File: src/shared/asc_pkg.sv
// Shared types and constants for the converter scan-control block
package asc_pkg;

  localparam int CODE_W = 10;
  localparam int NUM_CH = 8;
  localparam int NEG_SEL_W = 3;
  localparam int BYPASS_CH = 4;
  localparam int CNT_W = 4;
  localparam int PROD_W = 2 * CODE_W;
  localparam int ARITH_W = 16;

  localparam logic [CODE_W-1:0] DAC_MIDPOINT = 10'h200;
  localparam logic [CODE_W-1:0] CODE_MAX = 10'h3FF;
  localparam logic signed [ARITH_W-1:0] GAIN_UNITY_K = 16'sh0001;
  localparam logic signed [ARITH_W-1:0] GAIN_TEN_K = 16'sh000A;
  localparam logic signed [ARITH_W-1:0] GAIN_TWENTY_K = 16'sh0014;
  localparam logic [CNT_W-1:0] ASSIST_PERIODS = 4'h2;
  localparam logic [CNT_W-1:0] UNASSISTED_PERIODS = 4'h6;

  typedef struct packed {
    logic comparator_precharge_n;
    logic settle_assist;
    logic gain_stage_power_on;
    logic bypass_connect;
    logic neg_input_ground_sel;
    logic internal_ref_to_dac;
    logic supply_ref_sel;
    logic [NEG_SEL_W-1:0] neg_mux_sel;
    logic passgate_enable;
    logic switchcap_test_out;
    logic gain_ten_enable;
    logic gain_twenty_enable;
    logic hold_ctrl;
    logic gain_clk;
    logic [NUM_CH-1:0] input_select;
    logic [CODE_W-1:0] dac_code;
  } asc_ctrl_t;

  localparam asc_ctrl_t CTRL_IDLE = '{
    comparator_precharge_n: 1'b1,
    bypass_connect: 1'b1,
    passgate_enable: 1'b1,
    hold_ctrl: 1'b1,
    input_select: 8'h01,
    default: '0
  };

  typedef struct packed {
    logic [CODE_W-1:0] bandgap;
    logic [CODE_W-1:0] external_ref;
    logic [CODE_W-1:0] supply;
  } asc_refs_t;

  typedef enum logic [1:0] {
    REF_EXTERNAL = 2'b00,
    REF_BANDGAP = 2'b01,
    REF_SUPPLY = 2'b11
  } asc_ref_src_t;

  typedef enum logic [1:0] {
    GS_OFF = 2'b00,
    GS_SETTLING = 2'b01,
    GS_READY = 2'b11
  } asc_gain_st_t;

  typedef struct packed {
    logic bypass_active;
    logic neg_grounded;
    logic passgate_closed;
    logic gain_ready;
    logic select_fault;
    logic hold_timing_fault;
    logic dac_unstable_fault;
  } asc_status_t;

  typedef struct packed {
    asc_ctrl_t ctrl;
    logic [CODE_W-1:0] held;
    logic latch;
    logic comparator_precharge_n_q;
    logic aclk_q;
    logic hold_q;
    logic power_q;
    asc_gain_st_t gs;
    logic [CNT_W-1:0] settle_cnt;
    logic assist_ok;
    logic [CODE_W-1:0] gain_code;
    logic [CODE_W-1:0] test_code;
    logic test_oe;
    logic [CODE_W-1:0] test_pin;
    logic [CODE_W-1:0] neg_code;
    logic [CODE_W-1:0] ref_code;
    asc_ref_src_t ref_src;
    asc_status_t status;
  } asc_state_t;

  localparam asc_state_t STATE_RESET = '{
    ctrl: CTRL_IDLE,
    comparator_precharge_n_q: 1'b1,
    hold_q: 1'b1,
    gs: GS_OFF,
    ref_src: REF_EXTERNAL,
    status: '{bypass_active: 1'b1, passgate_closed: 1'b1, default: '0},
    default: '0
  };

endpackage

File: src/design/asc_core.sv
// Digital model of the converter analog core behind its scan-driven controls
`timescale 1ns/1ps
module asc_core #(
  parameter logic [asc_pkg::CNT_W-1:0] UNASSIST_PERIODS = asc_pkg::UNASSISTED_PERIODS
) (
  input wire logic CLK_I,
  input wire logic RSTN_I,
  input wire asc_pkg::asc_ctrl_t CTRL_I,
  input wire logic [asc_pkg::NUM_CH-1:0][asc_pkg::CODE_W-1:0] ANALOG_CH_I,
  input wire asc_pkg::asc_refs_t REFS_I,
  output asc_pkg::asc_ctrl_t CTRL_ECHO_O,
  output logic COMP_O,
  output logic [asc_pkg::CODE_W-1:0] HELD_CODE_O,
  output logic [asc_pkg::CODE_W-1:0] NEG_CODE_O,
  output logic [asc_pkg::CODE_W-1:0] REF_CODE_O,
  output asc_pkg::asc_ref_src_t REF_SRC_O,
  output logic [asc_pkg::CODE_W-1:0] GAIN_CODE_O,
  output logic [asc_pkg::CODE_W-1:0] TEST_PIN_O,
  output logic TEST_PIN_OE_O,
  output asc_pkg::asc_status_t STATUS_O
);
  import asc_pkg::*;

  asc_state_t st_r;
  asc_state_t st_nxt;

  function automatic logic [CODE_W-1:0] sat_code(input logic signed [ARITH_W-1:0] v);
    logic [CODE_W-1:0] r;
    if (v < 0) begin
      r = '0;
    end else if (v > $signed({6'h00, CODE_MAX})) begin
      r = CODE_MAX;
    end else begin
      r = v[CODE_W-1:0];
    end
    return r;
  endfunction

  logic [CODE_W-1:0] gain_in;
  logic [CODE_W-1:0] pos_sample;
  logic [CODE_W-1:0] neg_val;
  logic [CODE_W-1:0] ref_val;
  logic [CODE_W-1:0] dac_level;
  logic [PROD_W-1:0] dac_prod;
  logic signed [ARITH_W-1:0] diff;
  logic signed [ARITH_W-1:0] gain_k;
  logic signed [ARITH_W-1:0] diff_sel;
  logic signed [ARITH_W-1:0] diff_ten;
  logic signed [ARITH_W-1:0] comp_lhs;
  logic aclk_rise;
  logic comparator_precharge_n_rise;
  logic hold_rise;
  logic power_rise;
  logic gain_path;
  logic decision;
  logic [CNT_W-1:0] need;

  always_comb begin
    st_nxt = st_r;
    gain_in = '0;
    pos_sample = '0;
    aclk_rise = CTRL_I.gain_clk & ~st_r.aclk_q;
    comparator_precharge_n_rise = CTRL_I.comparator_precharge_n & ~st_r.comparator_precharge_n_q;
    hold_rise = CTRL_I.hold_ctrl & ~st_r.hold_q;
    power_rise = CTRL_I.gain_stage_power_on & ~st_r.power_q;

    // Observed copy of every control, so idle inputs read back as idle
    st_nxt.ctrl = CTRL_I;
    st_nxt.aclk_q = CTRL_I.gain_clk;
    st_nxt.comparator_precharge_n_q = CTRL_I.comparator_precharge_n;
    st_nxt.hold_q = CTRL_I.hold_ctrl;
    st_nxt.power_q = CTRL_I.gain_stage_power_on;

    // Negative input: ground wins over the channel field
    if (CTRL_I.neg_input_ground_sel) begin
      neg_val = '0;
    end else begin
      neg_val = ANALOG_CH_I[CTRL_I.neg_mux_sel];
    end
    st_nxt.neg_code = neg_val;

    // Reference source; supply takes priority over the bandgap
    if (CTRL_I.supply_ref_sel) begin
      ref_val = REFS_I.supply;
      st_nxt.ref_src = REF_SUPPLY;
    end else if (CTRL_I.internal_ref_to_dac) begin
      ref_val = REFS_I.bandgap;
      st_nxt.ref_src = REF_BANDGAP;
    end else begin
      ref_val = REFS_I.external_ref;
      st_nxt.ref_src = REF_EXTERNAL;
    end
    st_nxt.ref_code = ref_val;

    // Gain stage input is the selected low channel
    for (int i = 0; i < BYPASS_CH; i++) begin
      if (CTRL_I.input_select[i]) begin
        gain_in = gain_in | ANALOG_CH_I[i];
      end
    end
    diff = $signed({6'h00, gain_in}) - $signed({6'h00, neg_val});
    if (CTRL_I.gain_twenty_enable) begin
      gain_k = GAIN_TWENTY_K;
    end else if (CTRL_I.gain_ten_enable) begin
      gain_k = GAIN_TEN_K;
    end else begin
      gain_k = GAIN_UNITY_K;
    end
    diff_sel = diff * gain_k;
    diff_ten = diff * GAIN_TEN_K;

    // Settling sequencer; assist is judged over the first periods only
    need = st_r.assist_ok ? ASSIST_PERIODS : UNASSIST_PERIODS;
    unique case (st_r.gs)
      GS_OFF: begin
        if (power_rise) begin
          st_nxt.gs = GS_SETTLING;
          // A gain clock that starts together with the power is its first period
          st_nxt.settle_cnt = aclk_rise ? 4'h1 : 4'h0;
          st_nxt.assist_ok = CTRL_I.settle_assist | ~aclk_rise;
        end
      end
      GS_SETTLING: begin
        if (!CTRL_I.gain_stage_power_on) begin
          st_nxt.gs = GS_OFF;
        end else if (aclk_rise) begin
          st_nxt.settle_cnt = st_r.settle_cnt + 4'h1;
          if (st_r.settle_cnt < ASSIST_PERIODS && !CTRL_I.settle_assist) begin
            st_nxt.assist_ok = 1'b0;
          end
          if (st_r.settle_cnt + 4'h1 >= need) begin
            st_nxt.gs = GS_READY;
          end
        end
      end
      GS_READY: begin
        if (!CTRL_I.gain_stage_power_on) begin
          st_nxt.gs = GS_OFF;
        end
      end
      default: begin
        st_nxt.gs = GS_OFF;
      end
    endcase

    // Switch-cap stages move on their own clock edge and clear to zero while unpowered
    if (!CTRL_I.gain_stage_power_on) begin
      st_nxt.gain_code = '0;
      st_nxt.test_code = '0;
    end else if (aclk_rise) begin
      st_nxt.gain_code = sat_code(diff_sel);
      st_nxt.test_code = sat_code(diff_ten);
    end

    // Test pin carries the x10 stage output while enabled
    st_nxt.test_oe = CTRL_I.switchcap_test_out;
    st_nxt.test_pin = st_nxt.test_oe ? st_nxt.test_code : '0;

    // Positive sample path; low channels need bypass or a closed gain path
    gain_path = (st_r.gs == GS_READY) & CTRL_I.passgate_enable;
    for (int i = 0; i < NUM_CH; i++) begin
      if (CTRL_I.input_select[i]) begin
        if (i >= BYPASS_CH) begin
          pos_sample = pos_sample | ANALOG_CH_I[i];
        end else if (CTRL_I.bypass_connect) begin
          pos_sample = pos_sample | ANALOG_CH_I[i];
        end else if (gain_path) begin
          pos_sample = pos_sample | st_r.gain_code;
        end
      end
    end

    // Sample while low, freeze while high
    if (!CTRL_I.hold_ctrl) begin
      st_nxt.held = pos_sample;
    end

    // Comparator against the scaled DAC level
    dac_prod = {10'h000, CTRL_I.dac_code} * {10'h000, ref_val};
    dac_level = dac_prod[PROD_W-1:CODE_W];
    comp_lhs = $signed({6'h00, st_r.held}) - $signed({6'h00, neg_val});
    decision = comp_lhs > $signed({6'h00, dac_level});

    // Latch decides once on release and keeps it until next precharge
    if (!CTRL_I.comparator_precharge_n) begin
      st_nxt.latch = 1'b0;
    end else if (comparator_precharge_n_rise) begin
      st_nxt.latch = decision;
    end

    st_nxt.status.bypass_active = CTRL_I.bypass_connect;
    st_nxt.status.neg_grounded = CTRL_I.neg_input_ground_sel;
    st_nxt.status.passgate_closed = CTRL_I.passgate_enable;
    st_nxt.status.gain_ready = (st_nxt.gs == GS_READY);
    // Fault flags are sticky until reset; they only report, never gate
    if (CTRL_I.input_select == '0 ||
        (CTRL_I.input_select & (CTRL_I.input_select - 8'h01)) != '0) begin
      st_nxt.status.select_fault = 1'b1;
    end
    if (hold_rise && CTRL_I.gain_stage_power_on && !CTRL_I.gain_clk) begin
      st_nxt.status.hold_timing_fault = 1'b1;
    end
    if (!CTRL_I.hold_ctrl && CTRL_I.dac_code != DAC_MIDPOINT) begin
      st_nxt.status.dac_unstable_fault = 1'b1;
    end
  end

  always_ff @(posedge CLK_I) begin
    if (!RSTN_I) begin
      st_r <= STATE_RESET;
    end else begin
      st_r <= st_nxt;
    end
  end

  assign CTRL_ECHO_O = st_r.ctrl;
  assign COMP_O = st_r.latch;
  assign HELD_CODE_O = st_r.held;
  assign NEG_CODE_O = st_r.neg_code;
  assign REF_CODE_O = st_r.ref_code;
  assign REF_SRC_O = st_r.ref_src;
  assign GAIN_CODE_O = st_r.gain_code;
  assign TEST_PIN_O = st_r.test_pin;
  assign TEST_PIN_OE_O = st_r.test_oe;
  assign STATUS_O = st_r.status;

endmodule

File: config.mk
export PLATFORM = sky130hd
export DESIGN_NAME = asc_core
export DESIGN_NICKNAME = d
export VERILOG_FILES = /design/src/shared/asc_pkg.sv /design/src/design/asc_core.sv
export SDC_FILE = /design/constraint.sdc
export NUM_CORES = 1
export LEC_CHECK = 0
export BUFFER_PORTS_ARGS = -buffer_cell sky130_fd_sc_hd__buf_2
export CAP_MARGIN = 5
export CORE_ASPECT_RATIO = 0.6
export CORE_MARGIN = 4
export CORE_UTILIZATION = 52
export DETAILED_ROUTE_END_ITERATION = 10
export HOLD_SLACK_MARGIN = 0.05
export PLACE_DENSITY = 0.81
export SLEW_MARGIN = 25
export SYNTH_ARGS = -nofsm -noshare
export SYNTH_HDL_FRONTEND = slang
export SYNTH_SLANG_ARGS = --single-unit
export TNS_END_PERCENT = 30
File: constraint.sdc
create_clock -name CLK_I -period 8.15 [get_ports CLK_I]
set_input_delay 0.815 -clock CLK_I [delete_from_list [all_inputs] [get_ports CLK_I]]
set_output_delay 0.815 -clock CLK_I [all_outputs]
set_load 0.02 [all_outputs]
==> results of run 1 <==
-- synth_stat cells, types with 7 or more instances --
| master | count | area share, % |
|---|---|---|
| inv_1 | 162 | 4.9 |
| ha_1 | 160 | 16 |
| nand2_1 | 139 | 4.2 |
| dfxtp_1 | 107 | 17 |
| buf_4 | 96 | 5.8 |
| fa_1 | 91 | 15 |
| nor2_1 | 87 | 2.6 |
| and2_1 | 64 | 3.2 |
| a21oi_1 | 63 | 2.6 |
| clkbuf_1 | 48 | 1.5 |
| o21ai_0 | 45 | 1.8 |
| nand2b_1 | 34 | 1.7 |
| nor2b_1 | 33 | 1.7 |
| nor3_1 | 28 | 1.1 |
| a221oi_1 | 21 | 1.5 |
| a22oi_1 | 21 | 1.3 |
| xnor2_1 | 21 | 1.5 |
| mux4_2 | 20 | 3.6 |
| a21o_1 | 17 | 1.0 |
| mux2i_1 | 13 | 1.1 |
| o21a_1 | 12 | 0.73 |
| xor2_1 | 11 | 0.78 |
| a222oi_1 | 10 | 0.81 |
| a22o_1 | 9 | 0.64 |
| a32o_1 | 9 | 0.73 |
| nand3_1 | 8 | 0.32 |
| or3_1 | 7 | 0.35 |
-- report_power, final --
part	leakage, nW	total (W)	internal (W)	switching [W]
sequential	0.883	0.000587	0.000559	0.0000276
combinational	5.89	0.00286	0.00123	0.00163
clock	0.137	0.000448	0.000219	0.000229
total	6.91	0.00390	0.00201	0.00189
-- critical path: stages --
cell      delay (ns)
buf_2           0.24
mux4_2          0.55
mux2i_2         0.26
nor2_1          0.11
ha_1            0.23
nor2b_1         0.10
o21ai_0         0.10
a21boi_0        0.25
o21ai_1         0.14
a21oi_2         0.28
buf_4           0.17
nor3_1          0.08
or3_1           0.44
fa_1            0.56
inv_1           0.04
ha_1            0.26
inv_1           0.05
fa_1            0.53
inv_1           0.05
fa_1            0.47
ha_1            0.31
ha_1            0.34
or2_2           0.34
a211o_1         0.27
a211o_2         0.34
a211o_1         0.36
nor2_4          0.22
a221oi_1        0.12
-- placed cells by master (no fill, tap or decap), types with 7 or more instances in the layout --
cell and instances:
a21o_1 17, o21a_1 12, a221oi_1 21, clkbuf_16 9, o21ai_0 44, nor2b_1 33, a21oi_1 62, inv_1 162
buf_4 41, xnor2_1 21, a32o_1 9, nand2_1 139, mux2i_1 12, nand3_1 8, or3_1 7, nand2b_1 34
a222oi_1 10, dfxtp_1 107, a22o_1 9, and2_1 64, a22oi_1 21, ha_1 160, buf_2 240, mux4_2 20
nor2_1 87, nor3_1 28, xor2_1 11, fa_1 91
-- path summary, 6_finish.rpt --
path	start	endpoint	slack [ns]
setup / recovery	CTRL_I[24]	GAIN_CODE_O[9]	0.34
hold / removal	st_r[40]	st_r[40]	0.47
setup reg to reg	HELD_CODE_O[0]	COMP_O	4.79
hold reg to reg	st_r[40]	st_r[40]	0.47
-- metrics by stage --
step	cells	setup TNS (ns)	setup WS [ns]	utilization, %	hold slack (ns)
2_1_floorplan	1433	0	0.1362	-	0.4328
3_3_place_gp	1878	0	0.01581	57.34	0.4402
3_5_place_dp	1878	-1.205	-0.1352	57.34	0.4520
4_1_cts	1893	0	0.2584	58.56	0.4769
5_1_grt	1893	0	0.03146	58.68	0.4946
6_report	1893	0	0.3412	58.68	0.4727
-- cell type report --
cell class / count / area share [%]
Sequential cell: 107 / 15.71
Tap cell: 315 / 2.890
Clock buffer: 10 / 1.752
Clock inverter: 5 / 0.3303
Multi-Input combinational cell: 1013 / 63.80
Timing Repair Buffer: 281 / 11.06
Inverter: 162 / 4.459
-- cell families after synthesis --
family / count (synthesis) / share of synthesized area (%)
flops: 107 / 17.33
buf+inv: 313 / 12.51
fa+ha+maj: 252 / 31.01
compound gates: 263 / 14.88
simple gates: 432 / 17.20
mux: 34 / 4.807
xor+xnor: 32 / 2.267
-- timing repair --
item,in CTS,in global routing
endpoints found under the hold margin,0,0
resized for setup,0,9
setup endpoints to repair,0,10
-- state kept, by name, indices dropped and copies added (netlist names) --
signal	cells
HELD_CODE_O	10
REF_SRC_O	1
CTRL_ECHO_O	26
GAIN_CODE_O	10
TEST_PIN_OE_O	1
TEST_PIN_O	10
STATUS_O	7
NEG_CODE_O	10
COMP_O	1
REF_CODE_O	10
st_r	21
-- metal layers --
layer / vias to the layer above / global-route usage (%)
met5: - / 0
met4: 0 / 6.527
met3: 62 / 9.399
met2: 650 / 42.07
met1: 5256 / 40.93
li1: 5068 / -
==> results_dict.tcl, run 1 <==
set metrics [dict create \
    status "complete, no violations" \
    whs_path_depth 2 \
    antenna_found_initial 1 \
    worst_pin_slew_ns 0.9972 \
    clk_pin_slew_ns 0.08 \
    grt_pass1_wl_mm 59.97 \
    synth.distinct_cells 67 \
    final-seq-area_mm2 0.002142 \
    multiInputGateArea_mm2 0.008701 \
    syn_to_final_growth_pct 10.31 \
    io_buffers 240 \
    slew_violations 0 \
    cts-hold-fix-buffers 0 \
    die-area_mm2 0.02639 \
    design_area_mm2 0.01364 \
    grt_max_degree 52 \
    ant_nets 0 \
    rows 43 \
    cap_violations 0 \
    reg2reg_depth 15 \
    drc 0 \
    dr_wl_met3_mm 4.573 \
    num_vias 11040 \
    grt_usage_pct 28.55 \
    cts.path.max_buffers 2 \
    place_area_mm2 0.01333 \
    maxSlewHeadroom_pct 33.27 \
    antenna_cells 0 \
    setup_viol 0 \
    highest_layer "met4" \
    grt_overflow 0 \
    synth-edff-count 0 \
    powerDensity_mw_per_mm2 285.6 \
    synth_ff_type "dfxtp_1" \
    async_flop_share_pct 0 \
    fin_nets 1971 \
    via_per_inst 5.830 \
    first_global_vias 10760 \
    die_w_um 207.1 \
    synth_warnings 0 \
    cts_max_level 3 \
    hpwl_mm 31.15 \
    critPathCaptureType "flop" \
    synth.avg_cell_area_um2 8.627 \
    power.leakage_nw 6.908 \
    routed_wl_mm 38.35 \
    num-fill-cells 2091 \
    worstSetupPathType "input pin to flop" \
    wl_met1_mm 17.06 \
    gp_congestion 0.9833 \
    ys_ff_latch 107 \
    wl_per_cell_um 20.26 \
    start_util_pct 53.19 \
    cts.sinks 107 \
    drt_iter0_markers 1224 \
    crit_required_ns 8.38 \
    syn_area_mm2 0.01236 \
    ir_worst_vdd_uv 216.8 \
    ys_seq_area_share_pct 17.33 \
    hold_viol_final 0 \
    cp_data_arrival_time_ns 8.03 \
    post-route-period-util_pct 95.81 \
    syn_nets 1830 \
    hold_path_class "flop to flop" \
    core_mm2 0.02324 \
    ios 241 \
    cts_tree "built" \
    dr.pass1.iters 7 \
    fmax_mhz 128.1 \
    skew_ns 0.01408 \
    min_period_ns 7.809 \
    cts_buffers 9 \
    clkLatencyLatePin_ns 0.38 \
    wl_met2_mm 15.91 \
    post-cts-setup-buffers 0 \
    rsz0062_at_grt "false" \
    start_kind "input pin" \
    cts-root-buf "clkbuf_16" \
    drive_gt1_share_pct 21.42 \
    die_h_um 127.4 \
    path_max_fanout 9 \
    synthCells 1433 \
    power_w 0.003895 \
]
Power figures use the tool's default switching activity.
==> run 2: changes to the inputs <==
--- a/config.mk
+++ b/config.mk
@@ -7,9 +7,11 @@
 export LEC_CHECK = 0
 export BUFFER_PORTS_ARGS = -buffer_cell sky130_fd_sc_hd__buf_2
 export CAP_MARGIN = 5
+export CELL_PAD_IN_SITES_DETAIL_PLACEMENT = 1
+export CELL_PAD_IN_SITES_GLOBAL_PLACEMENT = 1
 export CORE_ASPECT_RATIO = 0.6
 export CORE_MARGIN = 4
-export CORE_UTILIZATION = 52
+export CORE_UTILIZATION = 39
 export DETAILED_ROUTE_END_ITERATION = 10
 export HOLD_SLACK_MARGIN = 0.05
 export PLACE_DENSITY = 0.81
==> run 2 against run 1 <==
- register-to-register slack worse by 0.19 ns
- final cell count increased by 5.5%
- design area increased by 1.0%
- sequential cell count unchanged
- critical path depth is 1 higher
- worst setup slack better by 0.038 ns
- highest routed layer unchanged
- wire length rose by 13%
- critical endpoint is now GAIN_CODE_O[5]
- combinational power increased by 3%
- via count shrank 0.73%
- largest power group unchanged
==> results_dict.tcl, run 2 (synthesis results as in run 1) <==
set metrics [dict create \
    status "complete, no violations" \
    die-area_mm2 0.03471 \
    start_kind "input pin" \
    critPathCaptureType "flop" \
    fin_nets 1973 \
    cts.path.max_buffers 2 \
    gp_congestion 0.9584 \
    clkLatencyLatePin_ns 0.39 \
    antenna_cells 0 \
    cts_max_level 3 \
    fmax_mhz 128.7 \
    first_global_vias 11890 \
    ios 241 \
    power.leakage_nw 6.918 \
    setup_viol 0 \
    ant_nets 0 \
    cts_tree "built" \
    largest_reg_flops 26 \
    grt_usage_pct 24.58 \
    hold_viol_final 0 \
    antenna_found_initial 0 \
    switching_power_w 0.001990 \
    die_w_um 237.9 \
    syn_to_final_growth_pct 11.46 \
    io_buffers 240 \
    grt_max_degree 51 \
    hold_path_class "flop to flop" \
    cts_buffers 9 \
    cts.sinks 107 \
    drive_gt1_share_pct 21.44 \
    fin_util_pct 44.14 \
    min_period_ns 7.771 \
    dr.pass1.iters 6 \
    drc 0 \
    via_per_inst 5.486 \
    grt_overflow 0 \
    layout_common_cells "buf_2, inv_1, ha_1" \
    clk_pin_slew_ns 0.08 \
    slew_violations 0 \
    seqPwrFrac_pct 14.7 \
    cap_violations 0 \
    comb_power_share_pct 73.9 \
    post-route-period-util_pct 95.35 \
    rows 50 \
    core_mm2 0.03122 \
    ir_worst_vdd_uv 190.7 \
    drt_iter0_markers 756 \
    cp_num_buf_inv 5 \
    cp_data_arrival_time_ns 8.01 \
    cpMostUsedCell "ha_1" \
    clock_power_share_pct 11.5 \
    netSwitchingFraction_pct 49.60 \
    skew_ns 0.01094 \
    cts-root-buf "clkbuf_16" \
    worstSetupPathType "input pin to flop" \
    layout_commonest_cell "buf_2" \
    cp_slowest_stage_delay_ns 0.57 \
    num_vias 10960 \
    hold_ws_ns 0.4666 \
    powerDensity_mw_per_mm2 291.1 \
    crit_required_ns 8.39 \
    hpwl_mm 35.90 \
    fin_setup_tns_ns 0 \
    p_int_w 0.002022 \
    path_max_fanout 9 \
    die_h_um 145.9 \
    grt_pass1_wl_mm 67.14 \
    start_util_pct 39.60 \
    wl_per_cell_um 21.71 \
    crit_family "adder cells" \
    worst_pin_slew_ns 0.7788 \
    routed_wl_mm 43.35 \
    slowest_stage "fa_1" \
    maxSlewHeadroom_pct 48.08 \
]
-- run 2: area by class of cell --
cell class                 instances  area, um2
inverter                         162      608.1
sequential                       107       2142
fill                            3787      17440
tap                              416      520.5
multi-input combinational       1014       8693
clock buffer                       9      225.2
clock inverter                     7      67.56
timing repair buffer             282       1523
-- run 2: worst register-to-register path: stages, from the launching register on --
cell and delay [ns]:
dfxtp_1 0.44, ha_1 0.26, nor2b_1 0.12, o21ai_0 0.21, a21boi_0 0.15, o21ai_0 0.34, a21oi_1 0.20, o21a_1 0.24
o311ai_0 0.45, ha_1 0.36, nand4_1 0.13, nor3_1 0.07, or3_1 0.30, o31ai_1 0.20
-- run 2: worst paths after layout --
kind         slack, ns              to            from  cells after the start
min reg2reg       0.47        st_r[40]        st_r[40]                      2
max reg2reg       4.60          COMP_O  HELD_CODE_O[1]                     13
min               0.47        st_r[40]        st_r[40]                      2
max               0.38  GAIN_CODE_O[5]      CTRL_I[24]                     29
-- run 2: timing repair --
action | 4_1_cts | 5_1_grt
hold buffers | 0 | 0
setup buffers | 0 | 0
resized for setup | 0 | 7
endpoints found under the setup margin | 0 | 10
-- run 2: metal layers --
metal / part of all wire (%) / vias up / GRT usage [%]
li1: - / 5071 / -
met2: 44 / 405 / 38.80
met4: 2.4 / 0 / 6.941
met5: 0 / - / 0
met1: 46 / 5427 / 33.42
met3: 8.0 / 52 / 6.345
-- run 2: stage by stage --
| step | instance area, um2 | total power [W] | setup slack [ns] | cells |
|---|---|---|---|---|
| 3_5_place_dp | 13460 | 0.003487 | -0.3427 | 1980 |
| 4_1_cts | 13750 | 0.003993 | 0.02027 | 1996 |
| 5_1_grt | 13780 | 0.004428 | -0.005005 | 1997 |
| 3_3_place_gp | 13460 | 0.003375 | -0.07941 | 1980 |
| 2_1_floorplan | 12360 | 0.002699 | 0.1362 | 1433 |
| 6_report | 13780 | 0.004011 | 0.3793 | 1997 |
-- run 2: power by group through the flow --
stage / clock network, W / registers [W] / logic (W)
4_1_cts: 0.000477 / 0.000589 / 0.00293
3_5_place_dp: 0 / 0.000600 / 0.00289
5_1_grt: 0.000497 / 0.000593 / 0.00334
6_report: 0.000460 / 0.000588 / 0.00296
3_3_place_gp: 0 / 0.000599 / 0.00278
2_1_floorplan: 0 / 0.000586 / 0.00211
